[src/sefe_pkg.sv]
package sefe_pkg;
    localparam int          SEFE_BYTE_BITS  = 8;
    localparam int          SEFE_PAGES      = 32;
    localparam int          SEFE_PAGE_BYTES = 16;
    localparam int          SEFE_ADDR_W     = $clog2(SEFE_PAGES * SEFE_PAGE_BYTES);
    localparam logic [3:0]  SEFE_BIT_CNT_RST = 4'h0;
    localparam logic [3:0]  SEFE_ACK_SLOT   = 4'h8;
    localparam int          SEFE_TYPE_MSB   = 7;
    localparam int          SEFE_TYPE_LSB   = 4;
    localparam int          SEFE_SEL_HI_BIT = 3;
    localparam int          SEFE_SEL_LO_BIT = 2;
    localparam int          SEFE_MSB_BIT    = 1;
    localparam int          SEFE_RW_BIT     = 0;
    localparam logic [7:0]  SEFE_BYTE_RST   = 8'h00;
    localparam logic [8:0]  SEFE_WADDR_RST  = 9'h000;
    typedef enum logic [2:0] {
        SEFE_IDLE,
        SEFE_DEV,
        SEFE_WORD,
        SEFE_WDATA,
        SEFE_RDATA,
        SEFE_IGNORE
    } sefe_state_t;
endpackage

[src/sefe_sync_if.sv]
`timescale 1ns/1ps
// synchronised bus levels handed from the sampler to the protocol engine
interface sefe_sync_if;
    logic scl;
    logic sda;
    modport src (output scl, output sda);
    modport dst (input scl, input sda);
endinterface

[src/sefe_sync.sv]
`timescale 1ns/1ps
// two-flop synchroniser for the bus pins, clocked by the link clock
module sefe_sync (
    input  wire logic i_clk,
    input  wire logic i_resetn,
    input  wire logic i_scl,
    input  wire logic i_sda,
    sefe_sync_if.src  sync
);
    logic [1:0] scl_ff;
    logic [1:0] sda_ff;

    // idle bus reads high, so reset to one avoids a false Start
    always_ff @(posedge i_clk or negedge i_resetn) begin
        if (!i_resetn) begin
            scl_ff <= 2'h3;
            sda_ff <= 2'h3;
        end else begin
            scl_ff <= {scl_ff[0], i_scl};
            sda_ff <= {sda_ff[0], i_sda};
        end
    end

    assign sync.scl = scl_ff[1];
    assign sync.sda = sda_ff[1];
endmodule

[src/sefe_top.sv]
`timescale 1ns/1ps
// two-wire target front end of a serial EEPROM
module sefe_top
    import sefe_pkg::*;
#(
    parameter logic [3:0] TYPE_ID = 4'h5 // arbitrary identifier value
) (
    input  wire logic                         i_clk,
    input  wire logic                         i_resetn,
    input  wire logic                         i_link_clk,
    input  wire logic                         i_scl,
    input  wire logic                         i_sda,
    output logic                              o_sda_out,
    output logic                              o_sda_oe,
    input  wire logic                         i_hw_select_hi,
    input  wire logic                         i_hw_select_lo,
    input  wire logic                         i_write_busy,
    input  wire logic [sefe_pkg::SEFE_BYTE_BITS-1:0] i_rd_data,
    output logic [sefe_pkg::SEFE_ADDR_W-1:0]  o_word_addr,
    output logic                              o_read_sel,
    output logic [sefe_pkg::SEFE_BYTE_BITS-1:0] o_wr_data,
    output logic                              o_wr_toggle,
    output logic                              o_rd_toggle,
    output logic                              o_stop_toggle,
    output logic                              o_standby
);
    import sefe_pkg::*;

    ////////////////////////////////////////////////////////////////////
    // link-side sampling
    sefe_sync_if sy ();

    sefe_sync u_sync (
        .i_clk    (i_link_clk),
        .i_resetn (i_resetn),
        .i_scl    (i_scl),
        .i_sda    (i_sda),
        .sync     (sy.src)
    );

    // note: link clock must run freely and fast against SCL for oversampling
    logic scl_d_ff;
    logic sda_d_ff;
    always_ff @(posedge i_link_clk or negedge i_resetn) begin
        if (!i_resetn) begin
            scl_d_ff <= 1'b1;
            sda_d_ff <= 1'b1;
        end else begin
            scl_d_ff <= sy.scl;
            sda_d_ff <= sy.sda;
        end
    end

    wire scl_rise = sy.scl & ~scl_d_ff;
    wire scl_fall = ~sy.scl & scl_d_ff;
    wire start_ev = scl_d_ff & sy.scl & sda_d_ff & ~sy.sda;
    wire stop_ev  = scl_d_ff & sy.scl & ~sda_d_ff & sy.sda;

    ////////////////////////////////////////////////////////////////////
    // busy level from the core domain, two flops before use
    logic [1:0] busy_sync_ff;
    always_ff @(posedge i_link_clk or negedge i_resetn) begin
        if (!i_resetn) begin
            busy_sync_ff <= 2'h0;
        end else begin
            busy_sync_ff <= {busy_sync_ff[0], i_write_busy};
        end
    end
    wire busy_l = busy_sync_ff[1];

    // select pins are straps from outside; float resolves low at the pad
    logic [1:0] sel_hi_ff;
    logic [1:0] sel_lo_ff;
    always_ff @(posedge i_link_clk or negedge i_resetn) begin
        if (!i_resetn) begin
            sel_hi_ff <= 2'h0;
            sel_lo_ff <= 2'h0;
        end else begin
            sel_hi_ff <= {sel_hi_ff[0], i_hw_select_hi};
            sel_lo_ff <= {sel_lo_ff[0], i_hw_select_lo};
        end
    end

    ////////////////////////////////////////////////////////////////////
    // protocol engine
    sefe_state_t                 state_ff;
    sefe_state_t                 nxt_state;
    logic [3:0]                  bit_cnt_ff;
    logic [SEFE_BYTE_BITS-1:0]   shift_ff;
    logic [SEFE_BYTE_BITS-1:0]   tx_ff;
    logic [SEFE_ADDR_W-1:0]      waddr_ff;
    logic                        rw_ff;
    logic                        sda_low_ff;
    logic                        standby_ff;
    logic                        wr_tog_ff;
    logic                        rd_tog_ff;
    logic                        stop_tog_ff;
    logic [SEFE_BYTE_BITS-1:0]   wdata_ff;
    logic                        data_seen_ff;
    logic                        master_ack_ff;
    logic                        fresh_ff;
    logic                        addr_hit_ff;

    wire in_ack    = (bit_cnt_ff == SEFE_ACK_SLOT);
    wire [SEFE_BYTE_BITS-1:0] rx_byte = {shift_ff[SEFE_BYTE_BITS-2:0], sy.sda};
    wire id_match  = (shift_ff[SEFE_TYPE_MSB-1:SEFE_TYPE_LSB-1] == TYPE_ID);
    wire sel_match = (shift_ff[SEFE_SEL_HI_BIT-1] == sel_hi_ff[1]) &&
                     (shift_ff[SEFE_SEL_LO_BIT-1] == sel_lo_ff[1]);
    wire addr_ok   = id_match && sel_match && !busy_l;
    wire byte_done = scl_rise && (bit_cnt_ff == SEFE_ACK_SLOT - 4'h1);

    // state transitions at byte boundaries; shifted byte holds seven bits at decision
    always_comb begin
        nxt_state = state_ff;
        if (start_ev) begin
            nxt_state = SEFE_DEV;
        end else if (stop_ev) begin
            nxt_state = SEFE_IDLE;
        end else if (scl_fall && in_ack) begin
            case (state_ff)
                SEFE_DEV:   nxt_state = !sda_low_ff ? SEFE_IGNORE :
                                        (rw_ff ? SEFE_RDATA : SEFE_WORD);
                SEFE_WORD:  nxt_state = SEFE_WDATA;
                SEFE_WDATA: nxt_state = SEFE_WDATA;
                SEFE_RDATA: nxt_state = master_ack_ff ? SEFE_RDATA : SEFE_IGNORE;
                default:    nxt_state = state_ff;
            endcase
        end
    end

    always_ff @(posedge i_link_clk or negedge i_resetn) begin
        if (!i_resetn) begin
            state_ff <= SEFE_IDLE;
        end else begin
            state_ff <= nxt_state;
        end
    end

    // the fall that closes a Start carries no bit, so it must not count
    always_ff @(posedge i_link_clk or negedge i_resetn) begin
        if (!i_resetn) begin
            fresh_ff <= 1'b0;
        end else if (start_ev) begin
            fresh_ff <= 1'b1;
        end else if (scl_fall) begin
            fresh_ff <= 1'b0;
        end
    end

    // bit counter, nine slots per byte; cleared by Start
    always_ff @(posedge i_link_clk or negedge i_resetn) begin
        if (!i_resetn) begin
            bit_cnt_ff <= SEFE_BIT_CNT_RST;
        end else if (start_ev || stop_ev) begin
            bit_cnt_ff <= SEFE_BIT_CNT_RST;
        end else if (scl_fall && !fresh_ff && state_ff != SEFE_IDLE) begin
            bit_cnt_ff <= in_ack ? SEFE_BIT_CNT_RST : bit_cnt_ff + 4'h1;
        end
    end

    // receive shift, msb first, sampled on rising SCL
    always_ff @(posedge i_link_clk or negedge i_resetn) begin
        if (!i_resetn) begin
            shift_ff <= SEFE_BYTE_RST;
        end else if (scl_rise && !in_ack && state_ff != SEFE_IDLE) begin
            shift_ff <= rx_byte;
        end
    end

    // capture address fields and data at the eighth rising edge
    always_ff @(posedge i_link_clk or negedge i_resetn) begin
        if (!i_resetn) begin
            waddr_ff     <= SEFE_WADDR_RST;
            rw_ff        <= 1'b0;
            wdata_ff     <= SEFE_BYTE_RST;
            data_seen_ff <= 1'b0;
            addr_hit_ff  <= 1'b0;
        end else begin
            if (start_ev) begin
                data_seen_ff <= 1'b0;
            end
            if (byte_done) begin
                case (state_ff)
                    SEFE_DEV: begin
                        rw_ff <= sy.sda;
                        // held here: the shifter moves on a bit before the ack slot
                        addr_hit_ff <= addr_ok;
                        if (addr_ok && !sy.sda) begin
                            waddr_ff[SEFE_ADDR_W-1] <= shift_ff[SEFE_MSB_BIT-1];
                        end
                    end
                    SEFE_WORD: waddr_ff[SEFE_BYTE_BITS-1:0] <= rx_byte;
                    SEFE_WDATA: begin
                        wdata_ff     <= rx_byte;
                        data_seen_ff <= 1'b1;
                    end
                    default: waddr_ff <= waddr_ff;
                endcase
            end
        end
    end

    // master acknowledge after a read byte, sampled at ninth rising edge
    always_ff @(posedge i_link_clk or negedge i_resetn) begin
        if (!i_resetn) begin
            master_ack_ff <= 1'b0;
        end else if (scl_rise && in_ack) begin
            master_ack_ff <= ~sy.sda;
        end
    end

    // sda drive: acknowledge and read data change only after falling SCL
    always_ff @(posedge i_link_clk or negedge i_resetn) begin
        if (!i_resetn) begin
            sda_low_ff <= 1'b0;
            tx_ff      <= SEFE_BYTE_RST;
        end else if (start_ev || stop_ev) begin
            sda_low_ff <= 1'b0;
        end else if (scl_fall) begin
            if (bit_cnt_ff == SEFE_ACK_SLOT - 4'h1) begin
                // ack slot: receiver pulls low, transmitter lets go
                sda_low_ff <= ((state_ff == SEFE_DEV) && addr_hit_ff) ||
                              (state_ff == SEFE_WORD) ||
                              (state_ff == SEFE_WDATA);
            end else if (in_ack) begin
                if (nxt_state == SEFE_RDATA) begin
                    tx_ff      <= {i_rd_data[SEFE_BYTE_BITS-2:0], 1'b0};
                    sda_low_ff <= ~i_rd_data[SEFE_BYTE_BITS-1];
                end else begin
                    sda_low_ff <= 1'b0;
                end
            end else if (state_ff == SEFE_RDATA) begin
                tx_ff      <= {tx_ff[SEFE_BYTE_BITS-2:0], 1'b0};
                sda_low_ff <= ~tx_ff[SEFE_BYTE_BITS-1];
            end else begin
                sda_low_ff <= 1'b0;
            end
        end
    end

    // handshake toggles toward the array; standby level
    always_ff @(posedge i_link_clk or negedge i_resetn) begin
        if (!i_resetn) begin
            wr_tog_ff   <= 1'b0;
            rd_tog_ff   <= 1'b0;
            stop_tog_ff <= 1'b0;
            standby_ff  <= 1'b1;
        end else begin
            if (byte_done && state_ff == SEFE_WDATA) begin
                wr_tog_ff <= ~wr_tog_ff;
            end
            if (scl_fall && in_ack && nxt_state == SEFE_RDATA) begin
                rd_tog_ff <= ~rd_tog_ff;
            end
            if (stop_ev && data_seen_ff) begin
                stop_tog_ff <= ~stop_tog_ff;                        // launches a write
            end
            if (start_ev) begin
                standby_ff <= 1'b0;
            end else if (stop_ev) begin
                standby_ff <= !data_seen_ff || busy_l;
            end else if (state_ff == SEFE_IDLE && !busy_l) begin
                standby_ff <= 1'b1;
            end
        end
    end

    ////////////////////////////////////////////////////////////////////
    // outputs, each straight from a flip-flop in the link domain
    always_ff @(posedge i_link_clk or negedge i_resetn) begin
        if (!i_resetn) begin
            o_sda_out     <= 1'b0;
            o_sda_oe      <= 1'b0;
            o_word_addr   <= SEFE_WADDR_RST;
            o_read_sel    <= 1'b0;
            o_wr_data     <= SEFE_BYTE_RST;
            o_wr_toggle   <= 1'b0;
            o_rd_toggle   <= 1'b0;
            o_stop_toggle <= 1'b0;
            o_standby     <= 1'b1;
        end else begin
            o_sda_out     <= 1'b0;            // open drain: only ever pulls low
            o_sda_oe      <= sda_low_ff;
            o_word_addr   <= waddr_ff;
            o_read_sel    <= rw_ff;
            o_wr_data     <= wdata_ff;
            o_wr_toggle   <= wr_tog_ff;
            o_rd_toggle   <= rd_tog_ff;
            o_stop_toggle <= stop_tog_ff;
            o_standby     <= standby_ff;
        end
    end
endmodule

[config.mk]
export PLATFORM = sky130hd
export DESIGN_NAME = sefe_top
export DESIGN_NICKNAME = d
export VERILOG_FILES = /design/src/sefe_pkg.sv /design/src/sefe_sync_if.sv /design/src/sefe_sync.sv /design/src/sefe_top.sv
export SDC_FILE = /design/constraint.sdc
export NUM_CORES = 1
export LEC_CHECK = 0
export ABC_AREA = 0
export BUFFER_PORTS_ARGS = -buffer_cell sky130_fd_sc_hd__buf_2
export CAP_MARGIN = 20
export CORE_MARGIN = 2
export CORE_UTILIZATION = 55
export DETAILED_ROUTE_END_ITERATION = 7
export PLACE_DENSITY_LB_ADDON = 0.12
export SLEW_MARGIN = 20
export SYNTH_ARGS = -nofsm -noshare
export SYNTH_HDL_FRONTEND = slang
export SYNTH_SLANG_ARGS = --single-unit
[constraint.sdc]
create_clock -name i_link_clk -period 6 [get_ports i_link_clk]
set_clock_uncertainty 0.2 [all_clocks]
set_input_delay 1.2 -clock i_link_clk [delete_from_list [all_inputs] [get_ports i_link_clk]]
set_output_delay 1.2 -clock i_link_clk [all_outputs]
set_load 0.01 [all_outputs]
### After elaboration in Yosys (flattened, before gate mapping)

Index checks and enable logic that the tools add are counted.
Widths: inputs -> output; s select.

| word-level totals | value |
|---|---|
| register bits | 84 |
| output and inout port bits | 24 |
| word-level logic and storage cells | 127 |

| operators by class | value |
|---|---|
| $add $sub $neg | 1 |
| eq/ne operators | 11 |
| muxes and demuxes | 27 |
| bitwise gates (word level) | 18 |
| reduce and logical (&&, ||, !) cells | 38 |

Operators by type and width:

| kind | number |
|---|---|
| $mux 8 | 3 |
| $logic_and 1x1->1 | 16 |
| $mux 1 | 15 |
| $mux 3 | 5 |
| $mux 4 | 3 |
| $not 1->1 | 11 |
| $pmux 3 s3 | 1 |
| $eq 4x3->1 const B | 2 |
| $reduce_bool 2->1 | 4 |
| $and 1x1->1 | 7 |
| $eq 3x2->1 const B | 2 |
| $eq 3x3->1 const B | 2 |
| $reduce_and 2->1 | 3 |
| $reduce_bool 3->1 | 2 |
| $logic_not 1->1 | 5 |
| $reduce_and 5->1 | 1 |
| $add 4x1->4 const B | 1 |
| $eq 4x4->1 const B | 1 |
| $logic_or 1x1->1 | 4 |
| $eq 3x1->1 const B | 1 |
| $logic_not 3->1 | 1 |
| $reduce_and 3->1 | 1 |
| $eq 1x1->1 | 2 |
| $ne 2x1->1 const B | 1 |
| $reduce_or 2->1 | 1 |

### Longest topological paths before layout

Gate-level depths: netlist of the first run.

| depth | value |
|---|---|
| depth in word-level cells | 12 |
| mapped depth | 9 |

### By module

From an unflattened synthesis of the first run, not the netlist that was laid out.

| second synthesis, totals | value |
|---|---|
| cell total of the unflattened synthesis | 234 |
| area, all modules | 3,225.6 um^2 |

Modules (own cells, without submodules):

| module | instances | cells an instance | area an instance (um^2) | seq. area each (um^2) |
|---|---|---|---|---|
| sefe_top | 1 | 230 | 3,120.5 | 1,981.9 |
| sefe_sync | 1 | 4 | 105.1 | 105.1 |

### Worst setup path after synthesis of the first run

Ideal clock, no wire load.

| path | value |
|---|---|
| path kind | reg2reg |
| start point | register bit_cnt_ff[0] |
| end point | register tx_ff[2] |
| setup time | 0.126 ns |
| arrival | 1.810 ns |
| data required time | 5.674 ns |
| path slack | 3.864 ns |
| stages on the path, launching flop included | 10 |
| buffers on the path | 2 |
| path through | dfrtp_1 -> inv_1 -> ha_1 -> and3b_1 -> buf_6 -> nand2_2 -> o221a_4 -> and3_1 -> buf_6 -> a221o_1 |

| on the way | value |
|---|---|
| cells in the longest elaborated chain, start to end | 8 |
| elaborated cells on any way between the ends | 12 |

RTL lines:

| element | RTL line | RTL |
|---|---|---|
| start: declaration | sefe_top.sv:88 | `logic [3:0] bit_cnt_ff;` |
| start signal: assignment | sefe_top.sv:157 | `bit_cnt_ff <= in_ack ? SEFE_BIT_CNT_RST : bit_cnt_ff + 4'h1;` |
| $eq 4x4->1 | sefe_top.sv:104 | `wire in_ack = (bit_cnt_ff == SEFE_ACK_SLOT);` |
| $logic_and 1x1->1 | sefe_top.sv:119 | `end else if (scl_fall && in_ack) begin` |
| $mux 3 | sefe_top.sv:119 |  |
| $mux 3 | sefe_top.sv:117 | `end else if (stop_ev) begin` |
| $mux 3 | sefe_top.sv:115 | `if (start_ev) begin` |
| $eq 3x3->1 | sefe_top.sv:226 | `if (nxt_state == SEFE_RDATA) begin` |
| $ne 2x1->1 (no source line) | - |  |
| $reduce_and 5->1 (no source line) | - |  |
| end signal: assignment | sefe_top.sv:227 | `tx_ff <= {i_rd_data[SEFE_BYTE_BITS-2:0], 1'b0};` |
| end signal: assignment | sefe_top.sv:233 | `tx_ff <= {tx_ff[SEFE_BYTE_BITS-2:0], 1'b0};` |
| end: declaration | sefe_top.sv:90 | `logic [SEFE_BYTE_BITS-1:0] tx_ff;` |

Several ways; a longest one is shown, not always the timed one.
A chain may end at the register's enable or synchronous reset.

### Final worst setup path of the first run

| path | value |
|---|---|
| start point | register bit_cnt_ff[0] |
| end point | register tx_ff[5] |

The elaborated chain is that of the path after synthesis.

==> metrics.md, run 1 <==
| Metric | Value |
|---|---|
| Inserted Clock Buffers | 9 |
| Grt ovf | 0 |
| Initial Util | 57.1% |
| Minimum clock period | 2.41 ns |
| Syn_area_per_cell | 13.9 µm² |
| Fill count | 434 |
| Area of the multi-input gates | 986 µm² |
| Max cap viols | 0 |
| GRT Util Overall | 18.2% |
| Share of layout cells above drive strength 1 | 34.7% |
| First-pass GRT wire length | 8530 µm |
| CTS clk-pin slew, worst paths | 0.08 ns |
| Reg2Reg Setup Slack | 3.59 ns |
| DRT antenna net count | 0 |
| Max Transition Viols Final | 0 |
| Post-synth ARST share | 100% |
| Hold Slack | 0.155 ns |
| Post-Syn Instances | 226 |
| Worst hold path stage count | 0 |
| Via count | 1828 |
| Seq/Total Area, Yosys | 66.4% |
| Worst Setup Start Kind | flop |
| Critical path class | reg -> reg |
| CP Cell Sequence | inv_1 > ha_1 > and3b_1 > a31oi_1 > o221a_4 > and3_1 > a221o_1 |
| Register-to-Register Path Depth | 7 |
| Top cell type's share of synthesized area | 59.7% |
| Period utilization | 40.2% |
| Cell taking the most area after synthesis | dfrtp_1 |
| Crit path max fanout | 8 |
| DR pass1 iterations | 4 |
| Top FF cell, synth | dfrtp_1 |
| Fmax | 0.414 GHz |
| Row cnt | 27 |
| Reg2reg end | tx_ff[5] |
| CTS tree | yes |
| Die height | 79.6 µm |
| Hold_buf cts | 0 |
| Number of DRC markers in iteration 0 | 84 |
| Power Dens Cells | 314 nW/µm² |
| Final #Nets | 284 |
| Post-synth EDFFs | 0 |
| Vias/cell | 5.33 |
| Core area | 5510 µm² |
| Leakage power | 0.00177 µW |
| WP data required | 6.03 ns |
| Port Buf Inserts | 37 |
| Cell variety after synth | 46 |
| Total setup buffers inserted after CTS | 0 |
| ANT cells | 0 |
| Yosys warns | 0 |
| Hold path start | sel_lo_ff[0] |
| TritonCTS Sinks | 83 |
| Hold Crit Class | reg -> reg |
| WL/cell | 14.7 µm |
| R2r startpoint | bit_cnt_ff[0] |
| Largest net degree at the start of global routing | 84 |
| Num ports | 40 |
| Final wirelength | 5040 µm |
| Die span in x | 79.6 µm |
| Initial antenna violation count | 0 |
| Vias in the first global route | 1691 |
| Max clock buf depth | 2 |
| H-tree levels | 3 |
| Arrival time worst endpoint | 2.44 ns |
| Synthesized flop and latch total | 83 |
| Synth top cells by count | dfrtp_1 (75), mux2_2 (24), nand2_1 (17) |
| Sequential Area | 2090 µm² |
| Post-CTS resize count | 0 |
| CP startpoint | bit_cnt_ff[0] |
| RSZ-0062 raised after global routing | false |
| Total power | 1120 µW |
| Slowest-stage cell, CP | dfrtp_1 |
| Worst hold path endpoint | sel_lo_ff[1] |
| Post-route DRC | 0 |
| Max VDD drop | 0.202 mV |
| Die ar. | 6340 µm² |
| Area growth from synthesis to layout | 13.5% |
| Fin. Hold Viols | 0 |
| Setup violators final | 0 |
| Crit-path max cell delay | 0.43 ns |
| Fin Setup TNS | 0 ns |
| Mapped cell area | 3140 µm² |
| RD Place Congestion | 0.855 |
| Slew HR | 53.2% |
| Root buf cell | clkbuf_8 |
| CP Capture Type | flop |
| Synth top area cells | dfrtp_1 (60%), mux2_2 (8.6%), dfstp_2 (6.7%) |
| Most frequent cell after synthesis | dfrtp_1 |
| Post-Syn Nets | 244 |
| Worst skew pair latency | 0.34 ns |
| Status | complete, no violations |
| Dpl hpwl | 3250 µm |
| Slew @ Worst Pin | 0.702 ns |
[layer usage]
metal / track usage (%) / wire [µm] / vias to the layer above
met5: 0 / 0 / -
met4: 10.3 / 108 / 0
met3: 3.51 / 264 / 10
met2: 24.6 / 2100 / 54
met1: 27.3 / 2560 / 885
li1: - / - / 879
[power by group]
part | switching [µW] | internal, µW | total (µW) | leakage, µW
Combinational | 41.7 | 43.8 | 85.5 | 0.000571
Clock | 199 | 195 | 395 | 0.000100
Sequential | 42.4 | 596 | 639 | 0.00110
Total | 284 | 835 | 1120 | 0.00177
[cells in the final DEF (no fill, tap or decap), types with 2 or more instances in the layout]
cell type   n
dfrtp_1    75
inv_6       3
clkbuf_8    9
nand3_1     2
dfstp_2     8
a221o_1     6
and2_1      6
xor2_1      2
clkinv_2    2
mux2_2     24
nor2_1     12
or4_1       2
nand2b_1    4
nand3b_1    4
nand2_1    17
nor3_1      8
inv_1       4
o21ai_0     5
xnor2_1     3
nor3_2      2
buf_2      36
a21oi_1     5
a31oi_1     3
nand4b_1    2
ha_1        2
[cells by family (layout without fill, tap and decap cells)]
kind of cell / after synthesis / after routing / share of synthesized area [%]
other cells: 1 / 1 / 0.119
compound gates: 27 / 27 / 6.85
buf+inv: 12 / 57 / 2.23
simple gates: 69 / 69 / 12.4
flops: 83 / 83 / 66.4
xor+xnor: 6 / 6 / 1.91
fa+ha+maj: 2 / 2 / 0.796
mux: 26 / 26 / 9.28
[worst max path at each step]
| stage | cells after the start | endpoint | slack [ns] |
|---|---|---|---|
| detailed placement | 7 | tx_ff[5] | 3.58 |
| global placement | 7 | tx_ff[4] | 3.62 |
| floorplan | 9 | tx_ff[2] | 3.86 |
| CTS | 7 | tx_ff[5] | 3.57 |
| global route | 7 | tx_ff[4] | 3.41 |
| finish | 7 | tx_ff[5] | 3.59 |
[registers in the layout, indices dropped and copies added (netlist names), 3 cells and up]
signal       cells
o_word_addr      9
waddr_ff         9
o_wr_data        8
wdata_ff         8
shift_ff         7
tx_ff            7
bit_cnt_ff       4
state_ff         3
[area by class of cell]
| cell class | instances | share of cell area [%] |
|---|---|---|
| clock inverters | 7 | 2.07 |
| flip-flops and latches | 83 | 58.5 |
| multi-input cells | 131 | 27.6 |
| clock buffers | 9 | 3.47 |
| repair buffers | 37 | 5.37 |
| inverters | 4 | 0.421 |
| well taps | 72 | 2.53 |
[per-stage QoR]
stage                     area (µm²)  std cells  util (%)  worst slack (ns)
final                           3570        343      64.8              3.59
after global placement          3370        327      61.1              3.62
after detailed placement        3370        327      61.1              3.58
after CTS                       3560        343      64.7              3.57
after floorplan                 3140        226         -              3.86
after global routing            3570        343      64.8              3.41
[critical path, delay by kind of cell, from the launching register on]
kind | cells | cell delay [ns]
AO/OA/AOI/OAI | 3 | 0.80
adder cells (fa/ha/maj) | 1 | 0.16
buffers and inverters | 1 | 0.07
flip-flops | 1 | 0.43
AND/OR/NAND/NOR | 2 | 0.63
Power figures use the tool's default switching activity.
==> run 2: changes to the inputs <==
==> constraint.sdc (replaced) <==
create_clock -name i_link_clk -period 2.3 [get_ports i_link_clk]
set_clock_uncertainty 0.2 [all_clocks]
set_input_delay 0.46 -clock i_link_clk [delete_from_list [all_inputs] [get_ports i_link_clk]]
set_output_delay 0.46 -clock i_link_clk [all_outputs]
set_load 0.01 [all_outputs]
==> metrics.md, run 2 (same netlist as run 1, synthesis figures left out) <==
| Metric | Value |
|---|---|
| DR pass1 iterations | 4 (unchanged) |
| Post-route DRC | 0 (unchanged) |
| Via count | 1916 (+4.8%) |
| Sequential Power Share | 57.8% (+0.7 points) |
| Num ports | 40 (unchanged) |
| Vias in the first global route | 1863 (+10%) |
| Worst Setup Start Kind | flop |
| Switching Share | 25.4% (+0.095 points) |
| Leakage power | 0.00185 µW (+4.3%) |
| Hold Slack | 0.138 ns (-0.0167 ns) |
| Final #Nets | 303 (+6.7%) |
| Vias/cell | 5.29 (-0.69%) |
| CTS clk-pin slew, worst paths | 0.08 ns (about the same) |
| CTS tree | yes |
| Crit path max fanout | 7 (-1) |
| Area growth from synthesis to layout | 18.9% |
| Max clock buf depth | 2 (unchanged) |
| Initial antenna violation count | 0 (unchanged) |
| DRT antenna net count | 0 (unchanged) |
| Finished Core Util | 67.8% (+3.1 points) |
| Fill count | 402 (-7.4%) |
| TritonCTS Sinks | 83 (unchanged) |
| Fin. Hold Viols | 0 (unchanged) |
| Combinational power share | 8.7% (+1.1 points) |
| RD Place Congestion | 0.863 (+1.0%) |
| Worst setup margin | 0.120 ns (-3.47 ns) |
| Max cap viols | 0 (unchanged) |
| Die span in x | 79.6 µm (unchanged) |
| Die height | 79.6 µm (unchanged) |
| DP Worst Slack | 0.0145 ns (-3.57 ns) |
| P_sw | 731 µW (+160%) |
| Clock share of power | 33.4% (-1.9 points) |
| Dpl hpwl | 3550 µm (+9.1%) |
| Core area | 5510 µm² (unchanged) |
| Largest net degree at the start of global routing | 36 (-57%) |
| Most frequent cells in the layout | dfrtp_1 (75), buf_2 (36), mux2_2 (24) |
| ANT cells | 0 (unchanged) |
| Hold Crit Class | in -> reg |
| Fin Setup TNS | 0 ns (unchanged) |
| Critical path class | reg -> reg |
| Setup violators final | 0 (unchanged) |
| CP Capture Type | flop |
| Arrival time worst endpoint | 2.21 ns (-0.23 ns) |
| Grt ovf | 0 (unchanged) |
| R2r startpoint | bit_cnt_ff[0] |
| Final wirelength | 5320 µm (+5.6%) |
| Share of layout cells above drive strength 1 | 37.9% (+3.2 points) |
| Period utilization | 94.8% (+55 points) |
| Largest regs | o_word_addr x9, waddr_ff x9 |
| Sequential Area | 2090 µm² (unchanged) |
| Row cnt | 27 (unchanged) |
| H-tree levels | 3 (unchanged) |
| Number of DRC markers in iteration 0 | 75 (-11%) |
| Total power | 2870 µW (+160%) |
| Area of the multi-input gates | 1000 µm² (+1.4%) |
| Minimum clock period | 2.18 ns (-0.233 ns) |
| CP startpoint | bit_cnt_ff[0] |
| WP data required | 2.33 ns (-3.70 ns) |
| Port Buf Inserts | 37 (unchanged) |
| WL/cell | 14.7 µm (about the same) |
| Die ar. | 6340 µm² (unchanged) |
| Root buf cell | clkbuf_8 |
| Initial Util | 57.1% (unchanged) |
| Inserted Clock Buffers | 9 (unchanged) |
| GRT Util Overall | 19.1% (+0.91 points) |
| Fmax | 0.459 GHz (+11%) |
| Hold path start | i_rd_data[3] |
| First-pass GRT wire length | 9090 µm (+6.6%) |
| Max Transition Viols Final | 0 (unchanged) |
| Commonest non-fill, non-tap cell in the layout | dfrtp_1 |
| RSZ-0062 raised after global routing | false |
| Status | complete, no violations |
| Worst skew pair latency | 0.35 ns (about the same) |
| Power Dens Cells | 769 nW/µm² (+150%) |
| Internal power | 2140 µW (+160%) |
| Max VDD drop | 0.409 mV (+100%) |
run 2: changes by cell type in the layout (fill, tap and decap cells not counted), sizes merged:
cell,change
bufinv,-1
clkinv,+1
dlygate4sd3,+6
inv,-2
buf,+13
clkbuf,+2
run 2: worst max-delay path: stages, from the launching register on:
cell	delay, ns
dfrtp_1	0.41
inv_1	0.07
ha_1	0.15
and3b_2	0.27
a41oi_2	0.13
nor3_2	0.18
buf_4	0.16
nand3_4	0.11
a221o_1	0.38
run 2: final cells by class:
type | instances | area share [%]
Sequential cell | 83 | 55.9
Timing Repair Buffer | 56 | 9.58
Tap cell | 72 | 2.41
Clock buffer | 11 | 4.05
Clock inverter | 5 | 0.938
Multi-Input combinational cell | 131 | 26.8
Inverter | 4 | 0.402
run 2: routing by layer:
| layer | up-vias | wire (µm) | track usage (%) |
|---|---|---|---|
| li1 | 914 | - | - |
| met1 | 939 | 2700 | 27.5 |
| met2 | 52 | 2250 | 26.8 |
| met3 | 11 | 257 | 5.09 |
| met4 | 0 | 110 | 9.48 |
| met5 | - | 0 | 0 |
run 2: power by group through the flow:
| stage | clock (µW) | combinational, µW | sequential [µW] |
|---|---|---|---|
| after floorplan | 0 | 170 | 1650 |
| after global placement | 0 | 230 | 1690 |
| after detailed placement | 0 | 235 | 1690 |
| after CTS | 984 | 245 | 1660 |
| after global routing | 1040 | 286 | 1680 |
| final | 960 | 251 | 1660 |
run 2: metrics by stage:
stage | area (µm²) | cells
final | 3740 | 362
after global routing | 3740 | 362
after CTS | 3710 | 360
after detailed placement | 3460 | 338
after global placement | 3460 | 338
after floorplan | 3140 | 226
run 2: final timing paths:
kind | end | slack [ns] | cells past startpoint
max | tx_ff[5] | 0.12 | 8
min | tx_ff[4] | 0.14 | 2
max reg2reg | tx_ff[5] | 0.12 | 8
min reg2reg | u_sync.scl_ff[1] | 0.16 | 0
max in group asynchronous | standby_ff | 0.92 | 3
min in group asynchronous | o_wr_data[5] | 0.39 | 2
run 2: repair_timing:
item	CTS	global route
gates resized for setup	0	4
buffers inserted	0	2
endpoints found under the setup margin	0	7
hold buffers	6	0
hold endpoints to repair	36	0
